--- config.mk ---
export PLATFORM = sky130hd
export DESIGN_NAME = uiem_top
export DESIGN_NICKNAME = d
export VERILOG_FILES = /design/src/core/uiem_pkg.sv /design/src/core/uiem_gate.sv /design/src/core/uiem_sync.sv /design/src/core/uiem_top.sv
export SDC_FILE = /design/constraint.sdc
export NUM_CORES = 1
export LEC_CHECK = 0
export BUFFER_PORTS_ARGS = -buffer_cell sky130_fd_sc_hd__buf_2
export CAP_MARGIN = 20
export CORE_UTILIZATION = 49
export DETAILED_ROUTE_END_ITERATION = 12
export PLACE_DENSITY = 0.91
export SYNTH_ARGS = -nofsm -noshare
export SYNTH_HDL_FRONTEND = slang
export SYNTH_SLANG_ARGS = --single-unit
--- constraint.sdc ---
create_clock -name aclk -period 2.1 [get_ports aclk]
set_clock_uncertainty 0.1 [all_clocks]
set_input_delay 0.42 -clock aclk [delete_from_list [all_inputs] [get_ports aclk]]
set_output_delay 0.42 -clock aclk [all_outputs]
set_load 0.05 [all_outputs]
--- src/core/uiem_pkg.sv ---
// uiem_pkg: shared constants and types of the usb interrupt enable mask
// assumes a 32-bit axi4-lite register bus
package uiem_pkg;

  localparam int          UIEM_AW          = 4;
  localparam int          UIEM_DW          = 32;
  localparam int          UIEM_NEV         = 8;
  // register byte offsets
  localparam logic [3:0]  UIEM_OFF_ENABLE  = 4'h0;
  localparam logic [3:0]  UIEM_OFF_FLAGS   = 4'h4;
  localparam logic [3:0]  UIEM_OFF_STATUS  = 4'h8;
  localparam logic [3:0]  UIEM_OFF_IMASK   = 4'hc;
  // enable bit positions
  localparam int          UIEM_B_RESET     = 0;
  localparam int          UIEM_B_ERROR     = 1;
  localparam int          UIEM_B_FRAME     = 2;
  localparam int          UIEM_B_TOKEN     = 3;
  localparam int          UIEM_B_IDLE      = 4;
  localparam int          UIEM_B_RESUME    = 5;
  localparam int          UIEM_B_ATTACH    = 6;
  localparam int          UIEM_B_STALL     = 7;
  // status bit positions
  localparam int          UIEM_S_RISE      = 0;
  localparam int          UIEM_S_ROLE      = 1;
  // reset values and response codes
  localparam logic [7:0]  UIEM_ENABLE_RST  = 8'h00;
  localparam logic [1:0]  UIEM_IMASK_RST   = 2'h0;
  localparam logic [1:0]  UIEM_RESP_OKAY   = 2'h0;
  localparam logic [1:0]  UIEM_RESP_SLVERR = 2'h2;

  typedef struct packed {
    logic       stall;
    logic       attach;
    logic       resume;
    logic       idle;
    logic       token_done;
    logic       frame_start;
    logic       usb_error;
    logic       reset_or_unplug;
  } uiem_flags_t;

  typedef struct packed {
    logic [31:0] data;
    logic [1:0]  resp;
  } uiem_rd_t;

endpackage

--- src/core/uiem_gate.sv ---
// uiem_gate: masks event flags with their enables and merges them
// assumes flags and enables are on aclk
`timescale 1ns/1ps
module uiem_gate
  import uiem_pkg::*;
(
  // flags and enables
  input  wire uiem_flags_t flags,
  input  wire logic [7:0]  enables,
  // merged request
  output logic             req
);

  assign req = |(flags & enables);

endmodule

--- src/core/uiem_sync.sv ---
// uiem_sync: two-flop synchroniser for a vector of levels
// assumes inputs are asynchronous to aclk
`timescale 1ns/1ps
module uiem_sync
  import uiem_pkg::*;
#(
  parameter int W = 8
) (
  // clock and reset
  input  wire logic         aclk,
  input  wire logic         aresetn,
  input  wire logic         ce,
  // data
  input  wire logic [W-1:0] din,
  output logic      [W-1:0] dout
);

  logic [W-1:0] meta_ff;
  logic [W-1:0] sync_ff;

  always_ff @(posedge aclk) begin
    if (!aresetn) begin
      meta_ff <= '0;
      sync_ff <= '0;
    end else if (ce) begin
      meta_ff <= din;
      sync_ff <= meta_ff;
    end
  end

  assign dout = sync_ff;

endmodule

--- src/core/uiem_top.sv ---
// uiem_top: usb interrupt enable mask with axi4-lite register access
// assumes flags come from usb logic off this clock; host_role is a level
//
// Our own choices: the placing of the registers and the AXI4-Lite register port.
`timescale 1ns/1ps
module uiem_top
  import uiem_pkg::*;
(
  // clock, reset, enable
  input  wire logic        aclk,
  input  wire logic        aresetn,
  input  wire logic        clk_en,
  // usb event flags
  input  wire logic        stall_flag,
  input  wire logic        attach_flag,
  input  wire logic        resume_flag,
  input  wire logic        idle_flag,
  input  wire logic        token_done_flag,
  input  wire logic        frame_start_flag,
  input  wire logic        usb_error_flag,
  input  wire logic        bus_reset_flag,
  input  wire logic        unplug_flag,
  input  wire logic        host_role,
  // axi4-lite write address
  input  wire logic        s_axi_awvalid,
  output logic             s_axi_awready,
  input  wire logic [3:0]  s_axi_awaddr,
  input  wire logic [2:0]  s_axi_awprot,
  // axi4-lite write data
  input  wire logic        s_axi_wvalid,
  output logic             s_axi_wready,
  input  wire logic [31:0] s_axi_wdata,
  input  wire logic [3:0]  s_axi_wstrb,
  // axi4-lite write response
  output logic             s_axi_bvalid,
  input  wire logic        s_axi_bready,
  output logic [1:0]       s_axi_bresp,
  // axi4-lite read address
  input  wire logic        s_axi_arvalid,
  output logic             s_axi_arready,
  input  wire logic [3:0]  s_axi_araddr,
  input  wire logic [2:0]  s_axi_arprot,
  // axi4-lite read data
  output logic             s_axi_rvalid,
  input  wire logic        s_axi_rready,
  output logic [31:0]      s_axi_rdata,
  output logic [1:0]       s_axi_rresp,
  // interrupts
  output logic             combined_usb_irq,
  output logic             block_irq
);

  // synchronised flag vector
  logic [9:0]  raw_flags;
  logic [9:0]  sy_flags;
  uiem_flags_t flags;
  logic        sy_host;

  // enable register and its fields
  logic [7:0]  usb_irq_enable_ff;
  logic        stall_event_en;
  logic        attach_event_en;
  logic        resume_event_en;
  logic        bus_idle_en;
  logic        token_done_en;
  logic        frame_start_en;
  logic        usb_error_en;
  logic        bus_reset_en;
  logic        unplug_event_en;

  // merge and interrupt state
  logic        gate_req;
  logic        nxt_irq;
  logic        irq_ff;
  logic        irq_prev_ff;
  logic [1:0]  status_ff;
  logic [1:0]  imask_ff;
  logic        role_prev_ff;
  logic [1:0]  ev_set;
  logic [1:0]  nxt_status;
  logic [31:0] en_word;
  logic [31:0] imask_word;

  // bus state
  logic        aw_held_ff;
  logic        w_held_ff;
  logic [3:0]  aw_addr_ff;
  logic [31:0] w_data_ff;
  logic [3:0]  w_strb_ff;
  logic        aw_take;
  logic        w_take;
  logic        wr_fire;
  logic [3:0]  wr_addr;
  logic [31:0] wr_data;
  logic [3:0]  wr_strb;
  logic        rd_fire;
  logic        st_read;
  uiem_rd_t    rd_ans;

  function automatic logic [31:0] merge_bytes(input logic [31:0] cur,
                                              input logic [31:0] nw,
                                              input logic [3:0]  strb);
    logic [31:0] r;
    r = cur;
    for (int i = 0; i < 4; i++) begin
      if (strb[i]) begin
        r[i*8 +: 8] = nw[i*8 +: 8];
      end
    end
    return r;
  endfunction

  function automatic logic addr_hit(input logic [3:0] a, input logic [3:0] off);
    return {a[3:2], 2'b00} == off;
  endfunction

  assign raw_flags = {host_role, unplug_flag, stall_flag, attach_flag, resume_flag,
                      idle_flag, token_done_flag, frame_start_flag, usb_error_flag,
                      bus_reset_flag};

  uiem_sync #(
    .W (10)
  ) u_sync (
    .aclk    (aclk),
    .aresetn (aresetn),
    .ce      (clk_en),
    .din     (raw_flags),
    .dout    (sy_flags)
  );

  assign sy_host = sy_flags[9];

  assign stall_event_en  = usb_irq_enable_ff[UIEM_B_STALL];
  assign attach_event_en = usb_irq_enable_ff[UIEM_B_ATTACH];
  assign resume_event_en = usb_irq_enable_ff[UIEM_B_RESUME];
  assign bus_idle_en     = usb_irq_enable_ff[UIEM_B_IDLE];
  assign token_done_en   = usb_irq_enable_ff[UIEM_B_TOKEN];
  assign frame_start_en  = usb_irq_enable_ff[UIEM_B_FRAME];
  assign usb_error_en    = usb_irq_enable_ff[UIEM_B_ERROR];
  assign bus_reset_en    = usb_irq_enable_ff[UIEM_B_RESET] & ~sy_host;
  assign unplug_event_en = usb_irq_enable_ff[UIEM_B_RESET] & sy_host;

  always_comb begin
    flags.stall           = sy_flags[7];
    flags.attach          = sy_flags[6];
    flags.resume          = sy_flags[5];
    flags.idle            = sy_flags[4];
    flags.token_done      = sy_flags[3];
    flags.frame_start     = sy_flags[2];
    flags.usb_error       = sy_flags[1];
    flags.reset_or_unplug = sy_host ? sy_flags[8] : sy_flags[0];
  end

  uiem_gate u_gate (
    .flags   (flags),
    .enables ({stall_event_en, attach_event_en, resume_event_en, bus_idle_en,
               token_done_en, frame_start_en, usb_error_en,
               bus_reset_en | unplug_event_en}),
    .req     (gate_req)
  );

  assign nxt_irq = gate_req & usb_error_en;

  always_ff @(posedge aclk) begin
    if (!aresetn) begin
      irq_ff <= 1'b0;
    end else if (clk_en) begin
      irq_ff <= nxt_irq;
    end
  end

  // previous values for edges
  always_ff @(posedge aclk) begin
    if (!aresetn) begin
      irq_prev_ff  <= 1'b0;
      role_prev_ff <= 1'b0;
    end else if (clk_en) begin
      irq_prev_ff  <= irq_ff;
      role_prev_ff <= sy_host;
    end
  end

  assign combined_usb_irq = irq_ff;

  // write channel capture
  assign aw_take = s_axi_awvalid & s_axi_awready;
  assign w_take  = s_axi_wvalid & s_axi_wready;
  assign wr_addr = aw_held_ff ? aw_addr_ff : s_axi_awaddr;
  assign wr_data = w_held_ff ? w_data_ff : s_axi_wdata;
  assign wr_strb = w_held_ff ? w_strb_ff : s_axi_wstrb;
  assign wr_fire = (aw_held_ff | aw_take) & (w_held_ff | w_take) & ~s_axi_bvalid;

  // write address and data holding
  always_ff @(posedge aclk) begin
    if (!aresetn) begin
      aw_held_ff <= 1'b0;
      w_held_ff  <= 1'b0;
      aw_addr_ff <= '0;
      w_data_ff  <= '0;
      w_strb_ff  <= '0;
    end else if (clk_en) begin
      if (wr_fire) begin
        aw_held_ff <= 1'b0;
        w_held_ff  <= 1'b0;
      end else begin
        if (aw_take) begin
          aw_held_ff <= 1'b1;
          aw_addr_ff <= s_axi_awaddr;
        end
        if (w_take) begin
          w_held_ff <= 1'b1;
          w_data_ff <= s_axi_wdata;
          w_strb_ff <= s_axi_wstrb;
        end
      end
    end
  end

  // write readies, low while held or answering
  always_ff @(posedge aclk) begin
    if (!aresetn) begin
      s_axi_awready <= 1'b0;
      s_axi_wready  <= 1'b0;
    end else if (clk_en) begin
      s_axi_awready <= ~aw_held_ff & ~aw_take & ~s_axi_bvalid & ~wr_fire;
      s_axi_wready  <= ~w_held_ff & ~w_take & ~s_axi_bvalid & ~wr_fire;
    end
  end

  // write response
  always_ff @(posedge aclk) begin
    if (!aresetn) begin
      s_axi_bvalid <= 1'b0;
      s_axi_bresp  <= UIEM_RESP_OKAY;
    end else if (clk_en) begin
      if (wr_fire) begin
        s_axi_bvalid <= 1'b1;
        s_axi_bresp  <= (addr_hit(wr_addr, UIEM_OFF_ENABLE) ||
                         addr_hit(wr_addr, UIEM_OFF_IMASK) ||
                         addr_hit(wr_addr, UIEM_OFF_FLAGS) ||
                         addr_hit(wr_addr, UIEM_OFF_STATUS))
                        ? UIEM_RESP_OKAY : UIEM_RESP_SLVERR;
      end else if (s_axi_bvalid && s_axi_bready) begin
        s_axi_bvalid <= 1'b0;
      end
    end
  end

  // written word merged per byte
  assign en_word    = merge_bytes({24'h000000, usb_irq_enable_ff}, wr_data, wr_strb);
  assign imask_word = merge_bytes({30'h0, imask_ff}, wr_data, wr_strb);

  always_ff @(posedge aclk) begin
    if (!aresetn) begin
      usb_irq_enable_ff <= UIEM_ENABLE_RST;
    end else if (clk_en && wr_fire && addr_hit(wr_addr, UIEM_OFF_ENABLE)) begin
      usb_irq_enable_ff <= en_word[7:0];
    end
  end

  // interrupt mask register
  always_ff @(posedge aclk) begin
    if (!aresetn) begin
      imask_ff <= UIEM_IMASK_RST;
    end else if (clk_en && wr_fire && addr_hit(wr_addr, UIEM_OFF_IMASK)) begin
      imask_ff <= imask_word[1:0];
    end
  end

  // read channel
  assign rd_fire = s_axi_arvalid & s_axi_arready;
  assign st_read = rd_fire & addr_hit(s_axi_araddr, UIEM_OFF_STATUS);

  always_comb begin
    rd_ans.data = 32'h00000000;
    rd_ans.resp = UIEM_RESP_OKAY;
    if (addr_hit(s_axi_araddr, UIEM_OFF_ENABLE)) begin
      rd_ans.data = {24'h000000, usb_irq_enable_ff};
    end else if (addr_hit(s_axi_araddr, UIEM_OFF_FLAGS)) begin
      rd_ans.data = {22'h0, sy_flags[9:8], flags};
    end else if (addr_hit(s_axi_araddr, UIEM_OFF_STATUS)) begin
      rd_ans.data = {30'h0, status_ff};
    end else if (addr_hit(s_axi_araddr, UIEM_OFF_IMASK)) begin
      rd_ans.data = {30'h0, imask_ff};
    end else begin
      rd_ans.resp = UIEM_RESP_SLVERR;
    end
  end

  always_ff @(posedge aclk) begin
    if (!aresetn) begin
      s_axi_arready <= 1'b0;
      s_axi_rvalid  <= 1'b0;
      s_axi_rdata   <= '0;
      s_axi_rresp   <= UIEM_RESP_OKAY;
    end else if (clk_en) begin
      s_axi_arready <= ~s_axi_rvalid & ~rd_fire;
      if (rd_fire) begin
        s_axi_rvalid <= 1'b1;
        s_axi_rdata  <= rd_ans.data;
        s_axi_rresp  <= rd_ans.resp;
      end else if (s_axi_rvalid && s_axi_rready) begin
        s_axi_rvalid <= 1'b0;
      end
    end
  end

  // sticky status, set wins over read clear
  assign ev_set[UIEM_S_RISE] = irq_ff & ~irq_prev_ff;
  assign ev_set[UIEM_S_ROLE] = sy_host ^ role_prev_ff;
  assign nxt_status          = (st_read ? 2'b00 : status_ff) | ev_set;

  always_ff @(posedge aclk) begin
    if (!aresetn) begin
      status_ff <= '0;
      block_irq <= 1'b0;
    end else if (clk_en) begin
      status_ff <= nxt_status;
      block_irq <= |(nxt_status & imask_ff);
    end
  end

endmodule

==> metrics.md <==
| Metric | Value |
|---|---|
| Status | finished clean |
| R2R cell count | 4 |
| Via-to-Cell Ratio | ~5.2 |
| Detailed placement HPWL | between 3000 and 4000 um |
| Congestion Overflow GR | 0 |
| Met2 WL | ~2600 um |
| Slew Limit Fails | 0 |
| Total track usage | 0.192 |
| Top cell type's share of synthesized area | 0.457 |
| Worst endpoint required time | ~2.3 ns |
| Count leader, synth | dfxtp_1 |
| Ys async rst share | 0 |
| RSZ-0062 raised after global routing | no |
| Hold buffers post-CTS | 0 |
| Area growth, synth to finish | 15.0% |
| Synth Flop Type | dfxtp_1 |
| Fmax | around 0.59 GHz |
| FP Rows | 27 |
| Avg Inst Size Synth | 9.43 sq um |
| CP startpoint kind | register |
| Clk root buf | clkbuf_8 |
| Post-synthesis xor/xnor area fraction | 0.00303 |
| Final period utilization | 0.808 |
| First-pass GRT wire length | just over 9000 um |
| Met1 WL | between 2000 and 3000 um |
| CP max stage delay | approximately 0.42 ns |
| DRC | 0 |
| Post-Synth Simple-Gate Area | 0.145 |
| Post-CTS sizing | 0 |
| Initial core utilization | 0.516 |
| Core box area | approximately 5600 sq um |
| DR top layer | met4 |
| Actual slew at the worst max-slew pin | ~0.62 ns |
| Skew-Pair Late Insertion Delay | 0.34 ns |
| Setup Viol. Count Final | 0 |
| Syn Inst Count | ~310 |
| Placer Congestion | about 0.84 |
| Max FO, Critical Path | 8 |
| Clock H-tree levels | 3 |
| Critical path class | register to register |
| Die H | a little under 80 um |
| WP data arrival | about 1.9 ns |
| Ports | 111 |
| Final Hold Fails | 0 |
| Initial DRT Pass Iterations | 4 |
| Synth Register Bits | 66 |
| Clk buf depth | 2 |
| Clock slew seen by the registers of the worst setup and hold paths | around 0.07 ns |
| Antenna violations before repair | 0 |
| Postcts setup bufs | 0 |
| CP cell instances | a21oi_1 > nor4b_4 > and2_1 > mux2i_1 |
| Largest net degree at the start of global routing | 57 |
| Compound-Gate Fraction of Synth Area | 0.0964 |
| Die X | 78.9 um |
| Mapped cell area | approximately 2900 sq um |
| Diode count | 0 |
| Pwr/cell area | about 850 nW/um^2 |
| YS warnings | 0 |
| Top post-synthesis cells by count | dfxtp_1 (66), mux2i_1 (51), nor2_1 (50), a21oi_1 (25), buf_4 (24) |
| Setup crit end kind | register |
| Num CTS Buffers | 9 |
| Vias in the first global route | a little under 2000 |
| Share of layout cells above drive strength 1 | 0.212 |
| Routed Antenna Nets | 0 |
| Main combinational cell family by area after synthesis | multiplexers |
| Yosys cell types | 32 |
| Min cycle time layout | 1.70 ns |
| Max Cap Viol | 0 |
| Sum Neg Setup Slack | 0 ns |
| Hold_ws | roughly 0.21 ns |
| Maximum VDD drop | approximately 0.00043 V |
| HP Class | primary input to register |
| Leak Pwr | 1.55 nW |
| Largest cells by area after synthesis | dfxtp_1 (46%), mux2i_1 (18%), nor2_1 (6.5%), buf_4 (6.2%), a21oi_1 (4.3%) |
| Clock sink count | 66 |
| Vias | about 2200 |
| Post-synthesis adder-cell area fraction | 0 |
| Crit-path slowest cell | dfxtp_1 |
| WL/cell | 13.2 um |
| Hold Path Cell Cnt | 3 |
| Total die area | 6220 sq um |
| EDFF count, synth | 0 |
| Area leader, netlist | dfxtp_1 |
| Initial DRC count | ~140 |
| Seq/Total Area, Yosys | 0.457 |
| Met3 WL | about 260 um |
| Layout net count | approximately 420 |
| Slew HR | 0.585 |
| CTS tree | done |
| IO buf count | a little under 50 |
| Routed WL | about 5700 um |
| Multiplexer share of the synthesized area | 0.204 |
## routing by layer
metal,up-vias,global-route usage
li1,1113,-
met4,0,0.113
met5,-,0
met1,1040,0.239
met3,15,0.0483
met2,72,0.300
## metrics by stage
step | setup WS (ns) | util | total power (W) | instance area, sq um | cells
after floorplan | 0.116 | - | 0.00162 | 2980 | 330
after global placement | 0.308 | 0.553 | 0.00165 | 3100 | 415
after detailed placement | 0.239 | 0.553 | 0.00166 | 3100 | 415
after CTS | 0.404 | 0.594 | 0.00287 | 3330 | 431
after global routing | 0.268 | 0.594 | 0.00294 | 3330 | 431
final | 0.404 | 0.594 | 0.00284 | 3330 | 431
## flip-flops by register name, indices dropped and copies added, names as in the netlist
register           count
aw_addr_ff             2
aw_held_ff             1
block_irq              1
combined_usb_irq       1
imask_ff               2
irq_prev_ff            1
role_prev_ff           1
s_axi_arready          1
s_axi_awready          1
s_axi_bresp            1
s_axi_bvalid           1
s_axi_rdata           10
s_axi_rresp            1
s_axi_rvalid           1
s_axi_wready           1
status_ff              2
u_sync.dout           10
u_sync.meta_ff        10
usb_irq_enable_ff      8
w_data_ff              8
w_held_ff              1
w_strb_ff              1
## where the power goes
group / switching [W] / internal (W) / total [W]
Clock: 0.000472 / 0.000734 / 0.00121
Sequential: 0.0000262 / 0.00128 / 0.00131
Combinational: 0.000230 / 0.0000905 / 0.000320
## cells by family after synthesis
logic type             count (synthesis)
buffers and inverters                 43
AND/OR/NAND/NOR                       94
AO/OA/AOI/OAI                         46
flip-flops                            66
multiplexers                          56
other                                  1
XOR/XNOR                               1
## layout by cell type, fill, tap and decap left out, types with 2 or more instances in the layout
master      n
nor2b_1     3
mux4_2      2
a22oi_1     5
bufinv_16   2
nand2_1    19
mux2i_1    51
buf_4       4
dfxtp_1    66
conb_1     24
nor3_1      7
clkbuf_8   11
and3_1      3
nor2_1     50
buf_2      49
a31oi_1     2
o21ai_0     3
a21oi_1    25
mux2_2      3
nand3_1     7
o2111ai_1   2
a211oi_1    6
inv_1       2
## path summary, 6_finish.rpt
check / from / endpoint / slack, ns
min reg2reg: s_axi_rdata[8] / s_axi_rdata[8] / 0.35
max reg2reg: s_axi_wready / usb_irq_enable_ff[0] / 0.40
min: token_done_flag / u_sync.meta_ff[3] / 0.21
max: s_axi_wready / usb_irq_enable_ff[0] / 0.40
## area by class of cell
class,count,area [sq um]
Multi-Input combinational cell,221,1390
Sequential cell,66,1320
Clock inverter,4,73.8
Clock buffer,12,155
Timing Repair Buffer,54,295
Fill cell,484,2280
Inverter,2,7.51
Tap cell,72,90.1
## critical path: cells and delay by family, from the launching register on
| family | cells | cell delay, ns |
|---|---|---|
| compound gates | 1 | 0.20 |
| flops | 1 | 0.42 |
| simple gates | 2 | 0.64 |
| mux | 1 | 0.25 |
(Power assumes the default switching activity.)
